$ cat config.mk
export PLATFORM = sky130hd
export DESIGN_NAME = standard_pwm_generator
export DESIGN_NICKNAME = d
export VERILOG_FILES = /design/src/pwm_pkg.sv /design/src/standard_pwm_generator.sv
export SDC_FILE = /design/constraint.sdc
export NUM_CORES = 1
export LEC_CHECK = 0
export ABC_AREA = 0
export BUFFER_PORTS_ARGS = -buffer_cell sky130_fd_sc_hd__buf_2
export CORE_UTILIZATION = 45
export DETAILED_ROUTE_END_ITERATION = 8
export GPL_TIMING_DRIVEN = 0
export MAX_ROUTING_LAYER = met4
export PLACE_DENSITY_LB_ADDON = 0.15
export SLEW_MARGIN = 20
export SYNTH_ARGS = -nofsm -noshare
export SYNTH_HDL_FRONTEND = slang
export SYNTH_SLANG_ARGS = --single-unit
$ cat constraint.sdc
create_clock -name i_sys_clk -period 2.44 [get_ports i_sys_clk]
set_input_delay 0.488 -clock i_sys_clk [delete_from_list [all_inputs] [get_ports i_sys_clk]]
set_output_delay 0.488 -clock i_sys_clk [all_outputs]
set_load 0.01 [all_outputs]
$ cat src/pwm_pkg.sv
package pwm_pkg;
  // timer resources and widths
  localparam int          NUM_TIMERS     = 3;
  localparam int          TIMER_W        = 8;
  localparam int          DUTY_W         = 10;
  // module control register layout
  localparam int          CTRL_DUTY_LSB  = 4;
  localparam int          CTRL_MODE_LSB  = 0;
  localparam logic [1:0]  MODE_PWM_TOP   = 2'h3;
  localparam logic [7:0]  CTRL_RESET     = 8'h00;
  localparam logic [7:0]  DUTY_RESET     = 8'h00;
  localparam logic [7:0]  COUNT_RESET    = 8'h00;
  // prescale codes and their last prescaler count
  localparam logic [1:0]  PSC_DIV1       = 2'h0;
  localparam logic [1:0]  PSC_DIV4       = 2'h1;
  localparam logic [3:0]  PSC_LAST_DIV1  = 4'h0;
  localparam logic [3:0]  PSC_LAST_DIV4  = 4'h3;
  localparam logic [3:0]  PSC_LAST_DIV16 = 4'hF;
  // one timer step spans four oscillator periods
  localparam int          TOSC_NS        = 8;
  localparam int          SYS_CLK_NS     = 8;
  localparam int          TOSC_CYCLES    = (TOSC_NS + SYS_CLK_NS - 1) / SYS_CLK_NS;
  localparam logic [1:0]  Q_LAST         = 2'((4 * TOSC_CYCLES) - 1);

  typedef struct packed {
    logic [7:0] period;
    logic [1:0] prescale;
    logic       run;
  } timer_cfg_t;
endpackage : pwm_pkg

$ cat src/standard_pwm_generator.sv
`timescale 1ns/1ns
`default_nettype none
module standard_pwm_generator (
  // clock, reset, sleep freeze
  input  wire logic                    i_sys_clk,
  input  wire logic                    i_rst_n,
  input  wire logic                    i_clk_en,
  // software writes
  input  wire logic                    i_ctrl_wr,
  input  wire logic [7:0]              i_ctrl_data,
  input  wire logic                    i_duty_high_wr,
  input  wire logic [7:0]              i_duty_high_data,
  input  wire logic                    i_active_duty_wr,
  input  wire logic [7:0]              i_active_duty_data,
  input  wire logic [1:0]              i_timer_select_field,
  input  wire pwm_pkg::timer_cfg_t [2:0] i_timer_cfg,
  input  wire logic [2:0]              i_flag_clr,
  input  wire logic                    i_pin_direction_bit,
  // pin and readback
  output logic                         o_pwm_output_pin,
  output logic                         o_pwm_oe_n,
  output logic [7:0]                   o_module_control_reg,
  output logic [7:0]                   o_duty_high_bits_reg,
  output logic [7:0]                   o_active_duty_buffer,
  output logic [2:0][7:0]              o_period_timer_count,
  output logic [2:0]                   o_timer_match_flag
);

  logic       rst_meta_n;
  logic       rst_n;
  logic [1:0] q_phase;
  logic [2:0] match_ev;
  logic [1:0] next_q_phase;
  logic [2:0][9:0] next_tb;
  logic [1:0] sel;
  logic [1:0] latch_lo;
  logic [9:0] active_duty;
  logic [9:0] pending_duty;
  logic [9:0] next_time_base;
  logic       rollover;
  logic       pwm_mode;
  logic [7:0] next_ctrl;
  logic       next_drive;

  // reset released through two flops; asserted at once
  always_ff @(posedge i_sys_clk or negedge i_rst_n)
  begin
    if (!i_rst_n)
    begin
      rst_meta_n <= 1'b0;
      rst_n      <= 1'b0;
    end
    else
    begin
      rst_meta_n <= 1'b1;
      rst_n      <= rst_meta_n;
    end
  end

  // oscillator phase within one timer step; frozen in sleep
  always_ff @(posedge i_sys_clk or negedge rst_n)
  begin
    if (!rst_n)
      q_phase <= 2'h0;
    else
      q_phase <= next_q_phase;
  end

  // next phase, also used to look one clock ahead on the time base
  assign next_q_phase = !i_clk_en ? q_phase
                      : (q_phase == pwm_pkg::Q_LAST) ? 2'h0 : q_phase + 2'h1;

  // three period timers; the postscaler is not modelled at all
  genvar g;
  generate
    for (g = 0; g < pwm_pkg::NUM_TIMERS; g++)
    begin : g_timer
      logic [3:0] psc;
      logic [3:0] psc_last;
      logic       step;
      logic       psc_roll;
      logic [3:0] next_psc;
      logic [7:0] next_count;

      assign psc_last = (i_timer_cfg[g].prescale == pwm_pkg::PSC_DIV1) ? pwm_pkg::PSC_LAST_DIV1
                      : (i_timer_cfg[g].prescale == pwm_pkg::PSC_DIV4) ? pwm_pkg::PSC_LAST_DIV4
                      : pwm_pkg::PSC_LAST_DIV16;
      assign step     = i_clk_en && i_timer_cfg[g].run && (q_phase == pwm_pkg::Q_LAST);
      assign psc_roll = step && (psc >= psc_last);
      // the match event is the increment that follows count == period
      assign match_ev[g] = psc_roll && (o_period_timer_count[g] == i_timer_cfg[g].period);
      // values after this edge; the count clears on the match step
      assign next_psc   = !step ? psc : (psc_roll ? 4'h0 : psc + 4'h1);
      assign next_count = !psc_roll ? o_period_timer_count[g]
                        : match_ev[g] ? 8'h00 : o_period_timer_count[g] + 8'h01;
      // time base one clock ahead, so the registered pin falls in the cycle
      // the base reaches the duty rather than a clock late
      // low bits: clock phase at 1:1, else prescaler bits
      assign next_tb[g] = (i_timer_cfg[g].prescale == pwm_pkg::PSC_DIV1)
                        ? {next_count, next_q_phase}
                        : (i_timer_cfg[g].prescale == pwm_pkg::PSC_DIV4)
                        ? {next_count, next_psc[1:0]}
                        : {next_count, next_psc[3:2]};

      // prescaler and 8-bit count
      always_ff @(posedge i_sys_clk or negedge rst_n)
      begin
        if (!rst_n)
        begin
          psc                     <= 4'h0;
          o_period_timer_count[g] <= pwm_pkg::COUNT_RESET;
        end
        else
        begin
          psc                     <= next_psc;
          o_period_timer_count[g] <= next_count;
        end
      end

      // sticky match flag; a set in the clearing cycle wins
      always_ff @(posedge i_sys_clk or negedge rst_n)
      begin
        if (!rst_n)
          o_timer_match_flag[g] <= 1'b0;
        else if (match_ev[g])
          o_timer_match_flag[g] <= 1'b1;
        else if (i_clk_en && i_flag_clr[g])
          o_timer_match_flag[g] <= 1'b0;
      end
    end
  endgenerate

  // selection code 3 has no timer behind it and so never rolls over
  assign sel          = i_timer_select_field;
  assign rollover     = (sel < 2'h3) && match_ev[sel];
  assign next_time_base = (sel < 2'h3) ? next_tb[sel] : 10'h000;
  assign pwm_mode     = (o_module_control_reg[pwm_pkg::CTRL_MODE_LSB + 2 +: 2]
                         == pwm_pkg::MODE_PWM_TOP);
  assign active_duty  = {o_active_duty_buffer, latch_lo};
  // eight high bits from the duty register, two from control bits 5:4
  assign pending_duty = {o_duty_high_bits_reg,
                         o_module_control_reg[pwm_pkg::CTRL_DUTY_LSB +: 2]};
  assign next_ctrl    = (i_clk_en && i_ctrl_wr) ? i_ctrl_data : o_module_control_reg;
  // the pin is driven only in pwm mode with direction set to output
  assign next_drive   = (next_ctrl[pwm_pkg::CTRL_MODE_LSB + 2 +: 2] == pwm_pkg::MODE_PWM_TOP)
                        && !i_pin_direction_bit;

  // software-written registers; duty writes land at any clock with i_clk_en high
  always_ff @(posedge i_sys_clk or negedge rst_n)
  begin
    if (!rst_n)
    begin
      o_module_control_reg <= pwm_pkg::CTRL_RESET;
      o_duty_high_bits_reg <= pwm_pkg::DUTY_RESET;
    end
    else if (i_clk_en)
    begin
      o_module_control_reg <= next_ctrl;
      if (i_duty_high_wr)
        o_duty_high_bits_reg <= i_duty_high_data;
    end
  end

  // double buffer: in pwm mode loaded only at period end, so no mid-period glitch
  always_ff @(posedge i_sys_clk or negedge rst_n)
  begin
    if (!rst_n)
    begin
      o_active_duty_buffer <= pwm_pkg::DUTY_RESET;
      latch_lo             <= 2'h0;
    end
    else if (rollover)
    begin
      o_active_duty_buffer <= pending_duty[9:2];
      latch_lo             <= pending_duty[1:0];
    end
    else if (i_clk_en && i_active_duty_wr && !pwm_mode)
      o_active_duty_buffer <= i_active_duty_data;
  end

  // waveform: set at rollover, cleared at the edge where the time base reaches
  // the duty, so the high time is exactly duty steps; a duty past the
  // period never matches, so the level simply carries on
  always_ff @(posedge i_sys_clk or negedge rst_n)
  begin
    if (!rst_n)
      o_pwm_output_pin <= 1'b0;
    else if (i_clk_en && pwm_mode)
    begin
      if (rollover)
        o_pwm_output_pin <= (pending_duty != 10'h000);
      else if (next_time_base == active_duty)
        o_pwm_output_pin <= 1'b0;
    end
  end

  // pin enable, low while driving; reset leaves the pin an input
  always_ff @(posedge i_sys_clk or negedge rst_n)
  begin
    if (!rst_n)
      o_pwm_oe_n <= 1'b1;
    else if (i_clk_en)
      o_pwm_oe_n <= !next_drive;
  end
endmodule : standard_pwm_generator
`default_nettype wire

Word-level counts from Yosys, hierarchy flattened:

Index checks and enable logic that the tools add are counted.

* register bits: 71
* input port bits: 69
* output and inout port bits: 53
* word-level logic and storage cells: 119

* $add $sub $neg: 7
* magnitude comparators: 5
* equal/unequal tests: 10
* mux-type cells: 42
* reduce and logical (&&, ||, !) cells: 36

Operators with widths (number)
* two-way mux 8 bit: 8
* two-way mux 4 bit: 13
* adder 8 x 1 -> 8 bit (second input constant): 3
* equality test 8 bit: 3
* logical AND 1 bit: 21
* binary-select mux 10 bit (select 2 bit): 1
* two-way mux 10 bit: 2
* two-way mux 2 bit: 8
* adder 4 x 1 -> 4 bit (second input constant): 3
* >= comparator 4 bit: 3
* equality test 10 bit: 1
* nonzero test 10 bit: 1
* nonzero test 2 bit: 5
* two-way mux 1 bit: 9
* equality test 2 x 1 -> 1 bit (second input constant): 3
* equality test 2 bit (second input constant): 3
* zero test 2 bit: 3
* AND reduction 2 bit: 3
* zero test 1 bit: 3
* less-than comparator 2 x 3 -> 1 bit (second input constant): 1
* adder 2 x 1 -> 2 bit (second input constant): 1
* binary-select mux 1 bit (select 2 bit): 1
* less-than comparator 2 bit (second input constant): 1

Depth between registers and ports, before layout:

* word-level depth: 15
* gate-level depth with buffers: 13
* depth with buffers taken out: 12

Worst setup path before layout:

OpenSTA, ideal clock, no wires.

* path kind: input-to-reg
* from: in i_timer_cfg[2] in the netlist's numbering
* to: reg o_pwm_output_pin
* setup time: 0.137 ns
* data arrival time: 3.093 ns
* required time: 2.303 ns
* setup slack: -0.790 ns
* cell stages on the path: 12
* buffers on the path: 1
* cell sequence: or2_2 ha_1 nand2b_1 a2111oi_2 or3_1 buf_6 or4_4 a21o_1 o2111a_1 a22o_1 nor4_1 a32oi_1

* word-level cells in the longest chain between the ends: 15
* elaborated cells between the ends (all ways): 23
* classes of those cells: order compare (1); eq/ne (2); mux (14); reduce/logical (6)

RTL lines
* from (decl): RTL line standard_pwm_generator.sv:16 `input wire pwm_pkg::timer_cfg_t [2:0] i_timer_cfg,`
* equality test 2 x 1 -> 1 bit: RTL line standard_pwm_generator.sv:86, standard_pwm_generator.sv:101
* two-way mux 4 bit: RTL line standard_pwm_generator.sv:86 `: (i_timer_cfg[g].prescale == pwm_pkg::PSC_DIV4) ? pwm_pkg::PSC_LAST_DIV4`
* two-way mux 4 bit: RTL line standard_pwm_generator.sv:85 `assign psc_last = (i_timer_cfg[g].prescale == pwm_pkg::PSC_DIV1) ? pwm_pkg::PSC_LAST_DIV1`
* >= comparator 4 bit: RTL line standard_pwm_generator.sv:89 `assign psc_roll = step && (psc >= psc_last);`
* logical AND 1 bit: RTL line standard_pwm_generator.sv:89
* two-way mux 4 bit (2 in a row): RTL line standard_pwm_generator.sv:93 `assign next_psc = !step ? psc : (psc_roll ? 4'h0 : psc + 4'h1);`
* two-way mux 2 bit: RTL line standard_pwm_generator.sv:102 `? {next_count, next_psc[1:0]}`
* two-way mux 2 bit: RTL line standard_pwm_generator.sv:100 `? {next_count, next_q_phase}`
* binary-select mux 10 bit (select 2 bit): RTL line standard_pwm_generator.sv:136 `assign next_time_base = (sel < 2'h3) ? next_tb[sel] : 10'h000;`
* two-way mux 10 bit (not written as such): RTL line standard_pwm_generator.sv:136
* two-way mux 10 bit: RTL line standard_pwm_generator.sv:136
* equality test 10 bit: RTL line standard_pwm_generator.sv:192 `else if (next_time_base == active_duty)`
* nonzero test 2 bit (no line)
* AND reduction 2 bit (no line)
* to (signal assigned): RTL line standard_pwm_generator.sv:191 `o_pwm_output_pin <= (pending_duty != 10'h000);`
* to (decl): RTL line standard_pwm_generator.sv:20 `output logic o_pwm_output_pin,`

Several ways; a longest one is shown, not always the timed one. The select of a mux whose other input is x is not followed.
A chain may end at the register's enable or synchronous reset.

Worst setup path after layout:

Same ends and word-level chain as after synthesis.

==> out/metrics.json <==
{
  "run_status": {
    "run_status": "complete, but fails checks",
    "violations": "negative setup slack"
  },
  "synthesis": {
    "synth-main-ff-cell": "dfrtp_1",
    "avgSynthCellArea_um2": 8.97,
    "ys.warnings.count": 0,
    "post_synth_and_or_nand_nor_area_fraction_pct": 22.7,
    "synth_cell_types": 68,
    "synthesized_netlist_net_count": 614,
    "main_combinational_cell_family_by_area_after_synthesis": "simple AND/OR/NAND/NOR gates",
    "yosys.area_share.xor_xnor_pct": 5.94,
    "synth.ff_latch_count": 71,
    "synth_edf_count": 0,
    "post_synth_mux_area_share_pct": 7.34,
    "synthTopCellsByArea": "dfrtp_1 (37%), nand2_1 (6.5%), xor2_1 (5.4%)",
    "syn_area_um2": 4720,
    "netlist.top_cell.by_area": "dfrtp_1",
    "ys_seq_area_share_pct": 37.7,
    "synth_fa_ha_area_share_pct": 5.04,
    "synth-async-reset-ratio_pct": 100,
    "synth.top_cell.area_share_pct": 37.1,
    "synth-compound-area-share_pct": 17.8,
    "syn_inst": 526
  },
  "timing": {
    "whs_ps": 204,
    "fin_worst_skew_ps": 16.3,
    "final.period_utilization_pct": 121,
    "timing_worst_slew_pin_value_ps": 623,
    "timing.final.ws_setup_ps": -508,
    "report.final.slew_viol_count": 0,
    "relative_max_transition_margin_pct": 58.5,
    "grt_setup_unrepaired": "true",
    "finalHoldViolations": 0,
    "final_period_minus_worst_setup_slack_ps": 2950,
    "tns_ps": -508,
    "setup_viol_count_final": 1,
    "peak_freq_mhz": 339
  },
  "final_layout": {
    "insertedDiodeCount": 0,
    "reg.largest.list": "o_period_timer_count x24, g_timer.psc x12",
    "fill_cells": 876,
    "layout_overhead_on_the_synthesized_area_pct": 31.8,
    "seqCellArea_um2": 1780,
    "top_register": "o_period_timer_count",
    "multiInputGateArea_um2": 3040,
    "post-route-util_pct": 60.8,
    "finalNetCount": 763,
    "drive_above_1_share_pct": 35.9,
    "leading_cell_type_in_the_layout_fill_and_taps_excluded": "buf_2",
    "flip_flop_count_of_the_largest_register_all_copies_and_words_added": 24,
    "most-common-layout-cells": "buf_2 (120), nand2_1 (79), dfrtp_1 (68)"
  },
  "die": {
    "initial_utilization_pct": 46.1,
    "io_pins": 122,
    "die_area_um2": 10900,
    "placement_rows": 37,
    "placeableCoreArea_um2": 10200,
    "die_h_um": 104,
    "die-width_um": 104
  },
  "global_route": {
    "grt_first_pass_wirelength_um": 21800,
    "number_of_global_route_vias_before_repair": 4439,
    "grt_antenna_before_repair": 0,
    "global_route.usage.total_pct": 25.9,
    "gr-total-overflow": 0,
    "grt_start_max_net_pins": 55
  },
  "critical_path": {
    "worst_path_required_time_ps": 2650,
    "kind_of_capture_point_of_the_worst_setup_path": "flip-flop",
    "critPathLaunchType": "primary input",
    "worstPathBufferInverterCount": 2,
    "crit_family": "simple AND/OR/NAND/NOR gates",
    "critical_path_start_end_classification": "in -> reg",
    "path_cells": "buf_6 > or2_4 > ha_4 > nand2b_4 > a2111oi_4 > or3_1 > buf_6 > or4_4 > a21o_1 > o2111a_1 > a22o_1 > nor4_2 > a32oi_1",
    "timing.critical_path.arrival_ps": 3160,
    "crit_path_top_delay_cell": "or4_4",
    "crit_top_cell": "buf_6",
    "critical_path_peak_fanout": 10,
    "cpPeakStageDelay_ps": 490
  },
  "detailed_routing": {
    "drt_pre_antenna_iters": 5,
    "route.detailed.vias_per_inst": 5.79,
    "routed_wirelength_um": 13600,
    "detailroute.via_count": 4721,
    "final_antenna_net_count": 0,
    "drt_iter0_markers": 263,
    "remaining_drc_errors": 0,
    "drt-wirelength-per-cell_um": 16.7
  },
  "clocking": {
    "cts_tree": "built",
    "h_tree_levels": 3,
    "clk_pin_slew_worst_paths_ps": 90,
    "cts_made_buffers": 9,
    "cts_num_sinks": 71,
    "clkLatencyLatePin_ps": 350,
    "clock_path_buffers": 2,
    "cts_root_buffer_type": "clkbuf_8"
  },
  "pwr": {
    "cellLeakagePower_nw": 2.89,
    "power_density_nw_per_um2": 664,
    "irDropWorstVdd_uv": 335,
    "fin_total_pwr_mw": 4.13
  },
  "placed_design": {
    "routability_driven_placement_congestion_ratio": 0.880,
    "port_buffers": 119,
    "dpl_worst_slack_ps": -1180,
    "dp_hpwl_um": 10200
  },
  "job": {
    "max_cap_viols": 0
  },
  "min_path": {
    "hp-class": "reg -> async"
  }
}
[kinds of logic after synthesis]
kind of cell | Yosys count
AOI/OAI and AO/OA | 121
xor gates and xnor gates | 32
adders and majority gates | 19
buffers and inverters | 38
DFF | 71
muxes | 32
other | 1
and+or+nand+nor | 212
[stage by stage]
stage	std cells	instance area, µm²
after CTS	811	6110
after global routing	816	6220
final	816	6220
after global placement	781	5550
after floorplan	526	4790
after detailed placement	782	5590
[power by group]
group	total, mW	internal, mW	switching, mW
combinational	1.48	0.671	0.807
sequential	1.60	1.36	0.241
clock	1.06	0.577	0.482
[cell usage after synthesis (3+ instances only)]
| library cell | instances |
|---|---|
| nor3_1 | 9 |
| nor4_1 | 12 |
| o21a_1 | 5 |
| nand2_1 | 82 |
| o31ai_1 | 9 |
| clkbuf_1 | 9 |
| and4_1 | 3 |
| nor2b_1 | 3 |
| o2bb2ai_1 | 4 |
| a21o_1 | 5 |
| a32oi_1 | 4 |
| xnor2_1 | 3 |
| nor2_1 | 26 |
| a31oi_1 | 9 |
| dfrtp_1 | 70 |
| buf_2 | 5 |
| nand2b_1 | 6 |
| or2_2 | 7 |
| ha_1 | 19 |
| o21ai_0 | 26 |
| mux2_2 | 21 |
| xor2_1 | 29 |
| o22ai_1 | 3 |
| o21ai_1 | 3 |
| and2_1 | 5 |
| mux2i_1 | 11 |
| a2bb2oi_1 | 7 |
| nand4_1 | 13 |
| o31a_1 | 3 |
| inv_1 | 19 |
| and3_1 | 3 |
| or3_1 | 3 |
| and3_2 | 3 |
| a21oi_1 | 18 |
| o211ai_1 | 5 |
| nand3_1 | 22 |
[layout make-up]
type | count | share of cell area [%]
flip-flops and latches | 71 | 28.7
plain buffers | 16 | 1.69
clock buffers | 9 | 1.99
clock inverters | 7 | 1.55
inverters | 19 | 1.15
multi-input cells | 417 | 48.9
well taps | 136 | 2.74
repair buffers | 141 | 13.3
[per-layer routing]
metal  wire [µm]  vias up  global-route usage (%)  share of wire (%)
met2        6490      189                    41.8                 48
met4         303        0                    10.3                2.2
met5           0        -                       -                  0
li1            -     2256                       -                  -
met3         757       28                    2.88                5.6
met1        6090     2248                    33.2                 45
[worst paths after layout]
path | from | end | slack (ps) | cells past startpoint
worst min-delay path | rst_n | o_period_timer_count[3] | 200 | 0
worst max register to register | g_timer[0].psc[2] | o_pwm_output_pin | -480 | 11
worst max-delay path | i_timer_cfg[2] | o_pwm_output_pin | -510 | 13
min in group i_sys_clk | rst_meta_n | rst_n | 370 | 0
worst min register to register | rst_n | o_period_timer_count[3] | 200 | 0
max in group asynchronous | rst_n | o_pwm_oe_n | 1660 | 1
[timing repair]
item                                   CTS  global route
gates cloned                             1             0
resized for setup                       45            21
endpoints found under the hold margin    2             0
hold buffers                             1             0
pin swaps                                7             8
buffers inserted                        11            10
setup endpoints to repair               13            11
(Power assumes the default switching activity.)
